==> config.mk <==
export PLATFORM = sky130hd
export DESIGN_NAME = lts_logic_tile
export DESIGN_NICKNAME = d
export VERILOG_FILES = /design/src/lts_logic_tile.v
export VERILOG_INCLUDE_DIRS = /design/src
export SDC_FILE = /design/constraint.sdc
export NUM_CORES = 1
export LEC_CHECK = 0
export BUFFER_PORTS_ARGS = -buffer_cell sky130_fd_sc_hd__buf_2
export CAP_MARGIN = 15
export CORE_MARGIN = 8
export CORE_UTILIZATION = 61
export CTS_CLUSTER_DIAMETER = 40
export CTS_CLUSTER_SIZE = 28
export DETAILED_ROUTE_END_ITERATION = 10
export GPL_TIMING_DRIVEN = 0
export PLACE_DENSITY = 0.81
export SETUP_SLACK_MARGIN = 0.02
export SLEW_MARGIN = 20
export SYNTH_ARGS = -nofsm -noshare
export SYNTH_HDL_FRONTEND = slang
export SYNTH_SLANG_ARGS = --single-unit
==> constraint.sdc <==
create_clock -name clk -period 8.8 [get_ports clk]
set_clock_uncertainty 0.1 [all_clocks]
set_input_delay 0.44 -clock clk [delete_from_list [all_inputs] [get_ports clk]]
set_output_delay 0.44 -clock clk [all_outputs]
set_load 0.1 [all_outputs]
==> src/lts_defines.vh <==
`ifndef LTS_DEFINES_VH
`define LTS_DEFINES_VH

// configuration port width
`define LTS_AW 5
`define LTS_DW 16

// configuration port word addresses
`define LTS_ADDR_TABLE 5'h00
`define LTS_ADDR_CFG 5'h08
`define LTS_ADDR_STATUS 5'h0C
`define LTS_ADDR_INFO 5'h0D

// slice configuration word fields (low bit positions)
`define LTS_F_MODE 0
`define LTS_F_FUNC 2
`define LTS_F_EDGE 6
`define LTS_F_ASYNC 8
`define LTS_F_SET0 9
`define LTS_F_SET1 10
`define LTS_F_PSEUDO_DUAL_PORT_RAM 11
`define LTS_CFG_MASK 16'h0FFF

// reset values
`define LTS_CFG_RST 16'h0000
`define LTS_TABLE_RST 16'h0000
`define LTS_REG_RST 2'h0

// slice modes
`define LTS_MODE_LOGIC 2'h0
`define LTS_MODE_RIPPLE 2'h1
`define LTS_MODE_RAM 2'h2
`define LTS_MODE_ROM 2'h3

// ripple functions
`define LTS_FN_ADD 4'h0
`define LTS_FN_SUB 4'h1
`define LTS_FN_ADDSUB 4'h2
`define LTS_FN_UP 4'h3
`define LTS_FN_DOWN 4'h4
`define LTS_FN_UPDN_CLR 4'h5
`define LTS_FN_UPDN_LOAD 4'h6
`define LTS_FN_GE 4'h7
`define LTS_FN_NE 4'h8
`define LTS_FN_LE 4'h9
`define LTS_FN_MULT 4'hA

// register capture style
`define LTS_EDGE_RISE 2'h0
`define LTS_EDGE_FALL 2'h1
`define LTS_EDGE_LATCH 2'h2

`endif

==> src/lts_logic_tile.v <==
`timescale 1ns/1ps
`default_nettype none
`include "lts_defines.vh"

// What this block does
// four slices, 50 fabric inputs and 23 fabric outputs per tile
// slices 0-2 have two tables and two registers; slice 3 tables only
// RAM mode only in slices 0 and 2 of the RAM-capable variant
// local set/reset acts synchronously or asynchronously, by configuration
// registers capture on rising edge, falling edge, or act as latch
// slices 0-2 take 13 routing inputs plus carry-in, give 7 outputs
// slice 3 takes 10 routing inputs, gives 4 outputs, no carry
// slice 1 gives RAM write clock, enable, address; data split by slice
// table results and register outputs are both brought out
// five-input mux per slice plus six/seven/eight-input wide muxes
// tile carry-out comes from slice 2; carry-in from neighbour
// each table holds any 4-input function; two make a 5-input one
// wider functions chain slices; eight inputs span two tiles
// ripple slices add, subtract, add/subtract, count up or down, 2 bits
// up/down counters with async clear or sync preload
// ripple compare ge, ne, le and multiplier step
// each ripple slice passes a carry in and out
// 16x4 single-port RAM from slices 0 and 2, control from slice 1
// 16x2 pseudo dual port: one read-write slice, one read-only
// ROM mode in all slices, contents loaded through configuration port
// RAM writes on write-clock edge with enable; reads are combinational
// clock enable low holds registers except under set/reset
module lts_logic_tile #(
   parameter RAM_CAPABLE = 1
) (
   input wire clk,
   input wire nrst,
   input wire [31:0] table_in,
   input wire [7:0] multi_purpose_in,
   input wire [2:0] slice_ce,
   input wire [2:0] local_set_reset,
   input wire [2:0] slice_clk,
   input wire fast_carry_in,
   input wire wide_mux_in_b,
   output wire [7:0] comb_out,
   output wire [5:0] reg_out,
   output wire [3:0] wide_mux_out_low,
   output wire [3:0] wide_mux_out_high,
   output wire fast_carry_out,
   input wire [`LTS_AW-1:0] cfg_addr,
   input wire [`LTS_DW-1:0] cfg_wdata,
   input wire cfg_wr,
   input wire cfg_rd,
   output reg [`LTS_DW-1:0] cfg_rdata
);

   // mode actually in force for a slice, given variant and position
   function [1:0] lts_eff_mode;
      input [1:0] mode;
      input [1:0] slice;
      begin
         lts_eff_mode = mode;
         if (mode == `LTS_MODE_RAM && (RAM_CAPABLE == 0 ||
             slice == 2'd1 || slice == 2'd3))
            lts_eff_mode = `LTS_MODE_LOGIC;
         if (slice == 2'd3 && mode == `LTS_MODE_RIPPLE)
            lts_eff_mode = `LTS_MODE_LOGIC;
      end
   endfunction

   // one table bit picked by the four table inputs
   function lts_lookup;
      input [15:0] tbl;
      input [3:0] sel;
      begin
         lts_lookup = tbl[sel]; // see
      end
   endfunction

   reg [15:0] tbl [0:7];
   reg [15:0] cfg [0:3];
   reg [2:0] clk_prev;
   wire [3:0] carry;
   wire [7:0] lut_f;
   wire [7:0] ram_we;
   wire [7:0] ram_di;
   wire [3:0] ram_addr;
   wire ram_wr_ev;
   wire [7:0] tbl_sel;
   wire [3:0] cfg_sel;
   integer k;

   // slice clock history, for edge detection on each slice clock
   always @(posedge clk) begin
      if (!nrst) begin
         clk_prev <= 3'h0;
      end else begin
         clk_prev <= slice_clk;
      end
   end

   // memory control comes from slice 1: clock, enable and address
   assign ram_wr_ev = slice_clk[1] & ~clk_prev[1] &
                      local_set_reset[1]; // see
   assign ram_addr = table_in[11:8];

   // configuration write decode
   assign tbl_sel = (cfg_wr && cfg_addr[4:3] == 2'b00) ?
                    (8'h01 << cfg_addr[2:0]) : 8'h00;
   assign cfg_sel = (cfg_wr && cfg_addr[4:2] == 3'b010) ?
                    (4'h1 << cfg_addr[1:0]) : 4'h0;

   // table contents: preload from the port, or written in RAM mode
   always @(posedge clk) begin
      if (!nrst) begin
         for (k = 0; k < 8; k = k + 1) begin
            tbl[k] <= `LTS_TABLE_RST;
         end
      end else begin
         for (k = 0; k < 8; k = k + 1) begin
            if (tbl_sel[k]) begin
               tbl[k] <= cfg_wdata;
            end else if (ram_we[k]) begin
               tbl[k][ram_addr] <= ram_di[k]; // see
            end
         end
      end
   end

   // slice configuration words
   always @(posedge clk) begin
      if (!nrst) begin
         for (k = 0; k < 4; k = k + 1) begin
            cfg[k] <= `LTS_CFG_RST;
         end
      end else begin
         for (k = 0; k < 4; k = k + 1) begin
            if (cfg_sel[k]) begin
               cfg[k] <= cfg_wdata & `LTS_CFG_MASK;
            end
         end
      end
   end

   // read data stands only in the cycle after the read strobe
   always @(posedge clk) begin
      if (!nrst) begin
         cfg_rdata <= 16'h0000;
      end else if (cfg_rd) begin
         if (cfg_addr[4:3] == 2'b00) begin
            cfg_rdata <= tbl[cfg_addr[2:0]];
         end else if (cfg_addr[4:2] == 3'b010) begin
            cfg_rdata <= cfg[cfg_addr[1:0]];
         end else if (cfg_addr == `LTS_ADDR_STATUS) begin
            cfg_rdata <= {9'h000, fast_carry_out, reg_out};
         end else if (cfg_addr == `LTS_ADDR_INFO) begin
            cfg_rdata <= {15'h0000, RAM_CAPABLE != 0};
         end else begin
            cfg_rdata <= 16'h0000;
         end
      end else begin
         cfg_rdata <= 16'h0000;
      end
   end

   assign carry[0] = fast_carry_in;
   assign fast_carry_out = carry[3];

   genvar s;
   generate
      for (s = 0; s < 4; s = s + 1) begin : g_slice
         localparam [1:0] SID = s;
         wire [1:0] mode;
         wire [3:0] in0;
         wire [3:0] in1;
         wire m0;
         wire m1;

         assign mode = lts_eff_mode(cfg[s][`LTS_F_MODE +: 2], SID);
         assign in0 = table_in[s*8 +: 4];
         assign in1 = table_in[s*8+4 +: 4];
         assign m0 = multi_purpose_in[2*s];
         assign m1 = multi_purpose_in[2*s+1];

         // two tables per slice, read from their own inputs
         assign lut_f[2*s] = lts_lookup(tbl[2*s], in0);
         assign lut_f[2*s+1] = lts_lookup(tbl[2*s+1], in1);

         // five-input function from the slice's two tables
         assign wide_mux_out_low[s] = m0 ? lut_f[2*s+1] :
                                      lut_f[2*s]; // see

         // RAM writes: slice 0 takes data 1:0, slice 2 data 5:4
         assign ram_we[2*s +: 2] = {2{mode == `LTS_MODE_RAM &&
                                      ram_wr_ev}};
         if (s == 2) begin : g_di2
            // companion slice mirrors slice 0 data in pseudo dual port
            assign ram_di[5:4] = cfg[2][`LTS_F_PSEUDO_DUAL_PORT_RAM] ?
                                 multi_purpose_in[1:0] :
                                 multi_purpose_in[5:4];
         end else begin : g_di
            assign ram_di[2*s +: 2] = multi_purpose_in[1:0];
         end

         if (s < 3) begin : g_arith
            wire [3:0] func;
            wire [1:0] a;
            wire [1:0] b;
            wire [1:0] q;
            wire cin;
            wire is_cmp;
            wire ripple;
            reg [2:0] sum;
            reg [1:0] q_r;
            reg ev;
            wire [1:0] set_val;
            wire async_lsr;
            wire preload;
            wire [1:0] d;

            assign func = cfg[s][`LTS_F_FUNC +: 4];
            assign a = {in1[0], in0[0]};
            assign b = {in1[1], in0[1]};
            assign q = q_r;
            assign cin = carry[s];
            assign ripple = (mode == `LTS_MODE_RIPPLE);
            assign is_cmp = (func == `LTS_FN_GE || func == `LTS_FN_NE ||
                             func == `LTS_FN_LE);

            // two-bit ripple arithmetic with carry in and out
            always @* begin
               case (func)
                  `LTS_FN_ADD:
                     sum = {1'b0, a} + {1'b0, b} + {2'b00, cin};
                  `LTS_FN_SUB:
                     sum = {1'b0, a} + {1'b0, ~b} + {2'b00, cin};
                  `LTS_FN_ADDSUB:
                     sum = m0 ? {1'b0, a} + {1'b0, ~b} + {2'b00, cin} :
                           {1'b0, a} + {1'b0, b} + {2'b00, cin};
                  `LTS_FN_UP:
                     sum = {1'b0, q} + {2'b00, cin};
                  `LTS_FN_DOWN:
                     sum = {1'b0, q} + 3'h3 + {2'b00, cin};
                  `LTS_FN_UPDN_CLR, `LTS_FN_UPDN_LOAD:
                     sum = m0 ? {1'b0, q} + 3'h3 + {2'b00, cin} :
                           {1'b0, q} + {2'b00, cin};
                  `LTS_FN_GE:
                     sum = {1'b0, a} + {1'b0, ~b} + {2'b00, cin};
                  `LTS_FN_NE:
                     sum = {cin | (a != b), a ^ b};
                  `LTS_FN_LE:
                     sum = {1'b0, b} + {1'b0, ~a} + {2'b00, cin};
                  `LTS_FN_MULT:
                     sum = {1'b0, a} + {1'b0, b & {2{m0}}} +
                           {2'b00, cin};
                  default:
                     sum = {1'b0, a} + {1'b0, b} + {2'b00, cin};
               endcase
            end

            // carry passes through slices not in ripple mode
            assign carry[s+1] = ripple ? sum[2] : cin;

            // unregistered results; comparisons show the chain result
            assign comb_out[2*s +: 2] = !ripple ? lut_f[2*s +: 2] :
                                        is_cmp ? {2{sum[2]}} :
                                        sum[1:0]; // see

            // capture event chosen by configuration
            always @* begin
               case (cfg[s][`LTS_F_EDGE +: 2])
                  `LTS_EDGE_FALL:
                     ev = ~slice_clk[s] & clk_prev[s];
                  `LTS_EDGE_LATCH:
                     ev = slice_clk[s];
                  default:
                     ev = slice_clk[s] & ~clk_prev[s];
               endcase
            end

            assign set_val = {cfg[s][`LTS_F_SET1], cfg[s][`LTS_F_SET0]};
            assign async_lsr = cfg[s][`LTS_F_ASYNC];
            assign preload = ripple && func == `LTS_FN_UPDN_LOAD && m1;
            assign d = preload ? b : comb_out[2*s +: 2];

            // slice registers with set/reset, enable and preload
            always @(posedge clk) begin
               if (!nrst) begin
                  q_r <= `LTS_REG_RST;
               end else if (async_lsr && local_set_reset[s]) begin
                  q_r <= set_val; // see
               end else if (ev && local_set_reset[s]) begin
                  q_r <= set_val; // see
               end else if (ev && slice_ce[s]) begin
                  q_r <= d;
               end
            end

            assign reg_out[2*s +: 2] = q_r;
         end else begin : g_last
            // slice 3: tables only, no registers and no carry
            assign comb_out[7:6] = lut_f[7:6];
         end
      end
   endgenerate

   // wider functions: six inputs in slices 1 and 3, seven in slice 2
   assign wide_mux_out_high[1] = multi_purpose_in[3] ?
      wide_mux_out_low[1] : wide_mux_out_low[0]; // see
   assign wide_mux_out_high[3] = multi_purpose_in[7] ?
      wide_mux_out_low[3] : wide_mux_out_low[2]; // see
   assign wide_mux_out_high[2] = multi_purpose_in[5] ?
      wide_mux_out_high[3] : wide_mux_out_high[1];
   // eight inputs: this tile's seven-input half against a neighbour's
   assign wide_mux_out_high[0] = multi_purpose_in[1] ?
      wide_mux_in_b : wide_mux_out_high[2]; // see

   // port count: 40 table/mux inputs, 9 controls, carry-in; 23 outputs
   // see

endmodule // lts_logic_tile

`default_nettype wire

# After elaboration in Yosys (flattened, before gate mapping)

Memories as Yosys holds them, arrays and structs flattened.
Cells that the tools add are included.

$mul: 0
Multiplexer cells: 274
Add/sub/neg operators: 33
Magnitude comparators: 9
Reductions and logical operators: 39
Shift-type cells: 2
Divide/modulo/power cells: 0
Bitwise logic cells: 168
Eq/ne operators: 52

Operator list:

| operator                                                    | count |
|---|---|
| two-way mux 16 bit                                          | 18 |
| two-way mux 1 bit                                           | 206 |
| OR 1 bit                                                    | 143 |
| one-hot mux 3 bit (8 select lines)                          | 3 |
| == test 4 x 3 -> 1 bit (second input constant)              | 12 |
| two-way mux 12 bit                                          | 4 |
| adder 3 x 1 -> 3 bit                                        | 15 |
| two-way mux 2 bit                                           | 22 |
| less-than comparator 4 x 5 -> 1 bit (second input constant) | 8 |
| adder 2 x 2 -> 3 bit                                        | 12 |
| == test 4 bit (second input constant)                       | 9 |
| binary-select mux 1 bit (select 4 bit)                      | 8 |
| == test 4 x 2 -> 1 bit (second input constant)              | 6 |
| logical AND 1 bit                                           | 22 |
| == test 2 bit (second input constant)                       | 9 |
| two-way mux 3 bit                                           | 6 |
| == test 2 x 1 -> 1 bit (second input constant)              | 7 |
| == test 4 x 1 -> 1 bit (second input constant)              | 3 |
| inverter 2 bit                                              | 6 |
| OR reduction 2 bit                                          | 6 |
| == test 5 x 4 -> 1 bit (second input constant)              | 2 |
| adder 2 x 1 -> 3 bit                                        | 3 |
| adder 2 x 2 -> 3 bit (second input constant)                | 3 |
| nonzero test 3 bit                                          | 3 |
| 17 further kinds                                            | 41 |

Bits in latches: 0
Input bits: 76
Memories kept: 2
Output and inout bits: 39
Bits in writable memories: 176
Flip-flop bits (word level): 25
Memory bits (read-only): 0

Memories:

| name | depth | width | rd ports | clocked after memory_dff | wr ports | RTL line            | source |
|---|---|---|---|---|---|---|---|
| tbl  | 8     | 16    | 9        | 0                        | 8        | lts_logic_tile.v:75 | `reg [15:0] tbl [0:7];` |
| cfg  | 4     | 12    | 5        | 0                        | 4        | lts_logic_tile.v:76 | `reg [15:0] cfg [0:3];` |

# Logic depth before layout (Yosys ltp)

Depth in word-level cells: 19
Mapped depth: 31
Gate-level depth less buffers: 30

# Worst setup path after synthesis

Ideal clock, no wire load.

Kind: in2out
Start: input table_in[0]
End: output comb_out[4]
Arrival: 6,613 ps
Data required time: 8,260 ps
Path slack: 1,647 ps
Stages on the path: 25
Cells stage by stage: inv_1 -> fa_1 -> inv_1 -> fa_1 -> and2_1 -> o311ai_0 -> a21oi_1 -> a211oi_1 -> fa_1 -> inv_1 -> fa_1 -> and4b_1 -> a31oi_1 -> o32ai_1 -> nor4_1 -> o21ai_1 -> nand2_1 -> inv_1 -> fa_1 -> or4_1 -> and3_1 -> a2111oi_0 -> a21oi_1 -> a211oi_1 -> nand2_1

Longest elaborated chain between the ends: 14
Elaborated cells between the ends (all ways): 37
Classes of those cells: add/sub (20); eq/ne (1); mux (12); bitwise (4)

Ends and longest elaborated chain:

| item                                                      | RTL line                                                         | source |
|---|---|---|
| start, declared                                           | lts_logic_tile.v:33                                              | `input wire [31:0] table_in,` |
| adder 2 x 2 -> 3 bit, or another cell as far along        | lts_logic_tile.v:229, lts_logic_tile.v:234, lts_logic_tile.v:252 |  |
| adder 3 x 1 -> 3 bit, or another cell as far along        | lts_logic_tile.v:229, lts_logic_tile.v:234, lts_logic_tile.v:252 |  |
| two-way mux 3 bit or adder 3 x 1 -> 3 bit (tied branches) | lts_logic_tile.v:233, lts_logic_tile.v:247                       |  |
| one-hot mux 3 bit (8 select lines) *                      | lts_logic_tile.v:227                                             | `case (func)` |
| two-way mux 1 bit *                                       | lts_logic_tile.v:257                                             | `assign carry[s+1] = ripple ? sum[2] : cin;` |
| adder 3 x 1 -> 3 bit, or another cell as far along        | lts_logic_tile.v:238, lts_logic_tile.v:240                       |  |
| two-way mux 3 bit (on tied branches)                      | lts_logic_tile.v:240, lts_logic_tile.v:233                       |  |
| one-hot mux 3 bit (8 select lines)                        | lts_logic_tile.v:227                                             |  |
| two-way mux 1 bit *                                       | lts_logic_tile.v:257                                             |  |
| adder 3 x 1 -> 3 bit, or another cell as far along        | lts_logic_tile.v:238, lts_logic_tile.v:240                       |  |
| two-way mux 3 bit (on tied branches)                      | lts_logic_tile.v:240, lts_logic_tile.v:233                       |  |
| one-hot mux 3 bit (8 select lines) *                      | lts_logic_tile.v:227                                             |  |
| two-way mux 2 bit *                                       | lts_logic_tile.v:261                                             | `is_cmp ? {2{sum[2]}} :` |
| two-way mux 2 bit *                                       | lts_logic_tile.v:260                                             | `assign comb_out[2*s +: 2] = !ripple ? lut_f[2*s +: 2] :` |
| end, declared                                             | lts_logic_tile.v:40                                              | `output wire [7:0] comb_out,` |

Every way passes the cells marked *; elsewhere a longest branch is shown, timed or not.

# Final worst setup path

Start: input table_in[0]
End: output comb_out[5]

Same word-level chain as after synthesis.

==> impl_metrics.env <==
export IMPL_p_int_mw=1.97
export IMPL_setup_tns_ns=0
export IMPL_rrSetupSlack_ns=2.24
export IMPL_tightest_slew_ns=1.11
export IMPL_antenna_diode_count=0
export IMPL_async_reset_ff_frac=0
export IMPL_setup_ws_ns=0.785
export IMPL_min_from="slice_clk[0]"
export IMPL_min_to="clk_prev[0]"
export IMPL_vias_per_cell=7.12
export IMPL_final_common_cell="o21ai_0"
export IMPL_synth_simple_area_share=0.142
export IMPL_synth_warnings=0
export IMPL_final_cell_mix="o21ai_0 (190), edfxtp_1 (176), nand2_1 (122)"
export IMPL_wl_per_cell_um=28.4
export IMPL_fillers=1626
export IMPL_hold_class="primary input to register"
export IMPL_hold_path_depth=2
export IMPL_grt_pass1_vias=12300
export IMPL_cp_start_kind="primary input"
export IMPL_cp_max_fo=7
export IMPL_clock_latency_ns=0.57
export IMPL_clock_fmax_mhz=125
export IMPL_synthCells=1314
export IMPL_required_ns=8.26
export IMPL_p_comb_frac=0.209
export IMPL_area_growth_syn_to_layout_pct=14.0
export IMPL_clockBufferDepth=3
export IMPL_relSlewSlack=0.256
export IMPL_cts_sinks=201
export IMPL_syn_nets=1442
export IMPL_drc=3
export IMPL_synthAdderAreaFrac=0.0620
export IMPL_core_mm2=0.0224
export IMPL_power_mw=2.94
export IMPL_outcome="finished, violations left"
export IMPL_clockRootBuffer="clkbuf_16"
export IMPL_route_vias_total=12600
export IMPL_whs_ns=0.0129
export IMPL_fin_crit_sh=0.911
export IMPL_slowest_stage="a211oi_2"
export IMPL_ctsHoldBuffers=0
export IMPL_synth_compound_area_frac=0.157
export IMPL_io_buffers=111
export IMPL_pin_count=115
export IMPL_synth_edff_count=176
export IMPL_dp_hpwl_um=37200
export IMPL_drt_pre_antenna_iters=11
export IMPL_die_h_um=166
export IMPL_synth_distinct_cells=77
export IMPL_min_period_ns=8.01
export IMPL_synth_yosys_seq_area_share=0.421
export IMPL_drt_iter0_drc=2267
export IMPL_p_switching_uw=973
export IMPL_utilization=0.700
export IMPL_place_congestion=1.11
export IMPL_die_x_um=166
export IMPL_ys_flop_type="edfxtp_1"
export IMPL_seq_power_share=0.386
export IMPL_cts_setup_buffers=0
export IMPL_endpoint_kind="output port"
export IMPL_setup_viol=0
export IMPL_cpPeakStageDelay_ns=0.60
export IMPL_overflow=0
export IMPL_violations="design-rule violations"
export IMPL_synth_top_area_cell="edfxtp_1"
export IMPL_routed_wl_um=50000
export IMPL_grt_max_degree=17
export IMPL_cp_arrival_ns=7.47
export IMPL_critPathKind="primary input to output port"
export IMPL_instances_no_fill=1764
export IMPL_r2r_end="g_slice[2].g_arith.q[1]"
export IMPL_antenna_left=0
export IMPL_cts_resized_gates=0
export IMPL_grt_usage=0.354
export IMPL_yosys_area_top_type_share=0.385
export IMPL_cellLeakagePower_nw=5.93
export IMPL_reg2reg_depth=24
export IMPL_drive_above_1_share=0.182
export IMPL_synth_xor_area_frac=0.00319
export IMPL_h_tree_depth=1
export IMPL_grt_pass1_wl_um=74400
export IMPL_synth_area_mux_share=0.163
export IMPL_start_util=0.614
export IMPL_nets=1584
export IMPL_fin_area_mm2=0.0156
export IMPL_ys_top_cells_by_area="edfxtp_1 (38%), mux4_2 (12%), o21ai_0 (6.9%)"
export IMPL_syn_area_mm2=0.0137
export IMPL_r2r_start="cfg[0][4]"
export IMPL_place_area_mm2=0.0146
export IMPL_dp_cells=1710
export IMPL_dieArea_mm2=0.0276
export IMPL_antenna_found_initial=0
export IMPL_dp_slack_ns=0.513
export IMPL_cpMostUsedCell="fa_1"
export IMPL_clk_pin_slew_ns=0.07
export IMPL_drv_cap=0
export IMPL_synth_top_family_by_area="multiplexers"
export IMPL_row_count=55
export IMPL_cp_num_buf_inv=6
export IMPL_powerDensity_mw_per_mm2=188
export IMPL_syn_area_per_cell_um2=10.4
export IMPL_ir_worst_vdd_uv=145
export IMPL_cpLargestDelayFamily="compound AO/OA/AOI/OAI gates"
export IMPL_cts_tree="built"
export IMPL_finalMaxSlewViolations=0
export IMPL_final_hold_violation_count=0
export IMPL_rsz0062_at_grt="no"
export IMPL_ys_seq_elements=201
export IMPL_cts_made_buffers=29
export IMPL_p_sw_frac=0.331
export IMPL_p_clk_frac=0.405
[per-layer routing]
metal,track usage,wire (um),vias up,part of all wire
met5,0,0,-,0
met4,0.210,3810,0,0.076
met3,0.128,7950,312,0.16
met2,0.546,22100,1189,0.44
met1,0.422,16200,5878,0.32
li1,-,-,5189,-
[area by class of cell]
cell class / count / area, um2 / area share
plain buffers: 103 / 412 / 0.0263
clock buffers: 31 / 733 / 0.0469
repair buffers: 111 / 556 / 0.0355
multi-input cells: 932 / 7240 / 0.463
flip-flops and latches: 201 / 5790 / 0.370
well taps: 285 / 357 / 0.0228
clock inverters: 23 / 265 / 0.0170
inverters: 78 / 293 / 0.0187
[Yosys cell counts, types with 3 or more instances]
master	number
a21boi_0	3
a21oi_1	35
edfxtp_1	176
nand2b_1	13
a31oi_1	13
a21o_1	3
inv_1	78
buf_1	13
and2_1	51
mux4_2	71
nand3_1	19
mux4_1	4
a211oi_1	8
nor2_1	116
a22o_1	9
o21a_1	5
a2111oi_0	3
clkbuf_1	80
nand3b_1	6
or2_2	3
dfxtp_1	25
nand2_1	122
mux2_2	14
buf_2	8
o211ai_1	8
o21ai_0	190
nor3_1	7
ha_1	28
a22oi_1	6
nor4_1	3
a311oi_1	3
nor2b_1	24
fa_1	24
a32o_1	26
o31ai_1	4
mux2i_1	35
and3_1	5
xor2_1	3
nor3b_1	7
o31a_1	4
nand4_1	9
[worst max path at each step]
| stage | startpoint | cells after the start | end |
|---|---|---|---|
| 3_3_place_gp | table_in[0] | 30 | comb_out[5] |
| 4_1_cts | table_in[0] | 30 | comb_out[5] |
| 6_report | table_in[0] | 29 | comb_out[5] |
| 2_1_floorplan | table_in[0] | 25 | comb_out[4] |
| 5_1_grt | table_in[0] | 29 | comb_out[5] |
| 3_5_place_dp | table_in[0] | 30 | comb_out[5] |
[sequential cells by signal, indices dropped and copies added, names as in the netlist]
signal             flops
cfg                   48
tbl                  128
clk_prev               3
cfg_rdata             16
g_slice.g_arith.q      6
[power groups by stage]
stage                     clock [mW]  combinational (mW)  sequential (mW)
after detailed placement           0               0.591             1.15
after floorplan                    0               0.395             1.15
after global routing            1.22               0.646             1.13
final                           1.19               0.615             1.13
after global placement             0               0.583             1.14
after CTS                       1.18               0.595             1.13
[cells by family (layout without fill, tap and decap cells)]
kind of cell,after synthesis,in the layout
simple gates,400,400
compound gates,347,347
flops,201,201
buf+inv,181,346
mux,126,126
fa+ha+maj,54,54
xor+xnor,5,5
Note: power is estimated with default switching activity, not from simulation.
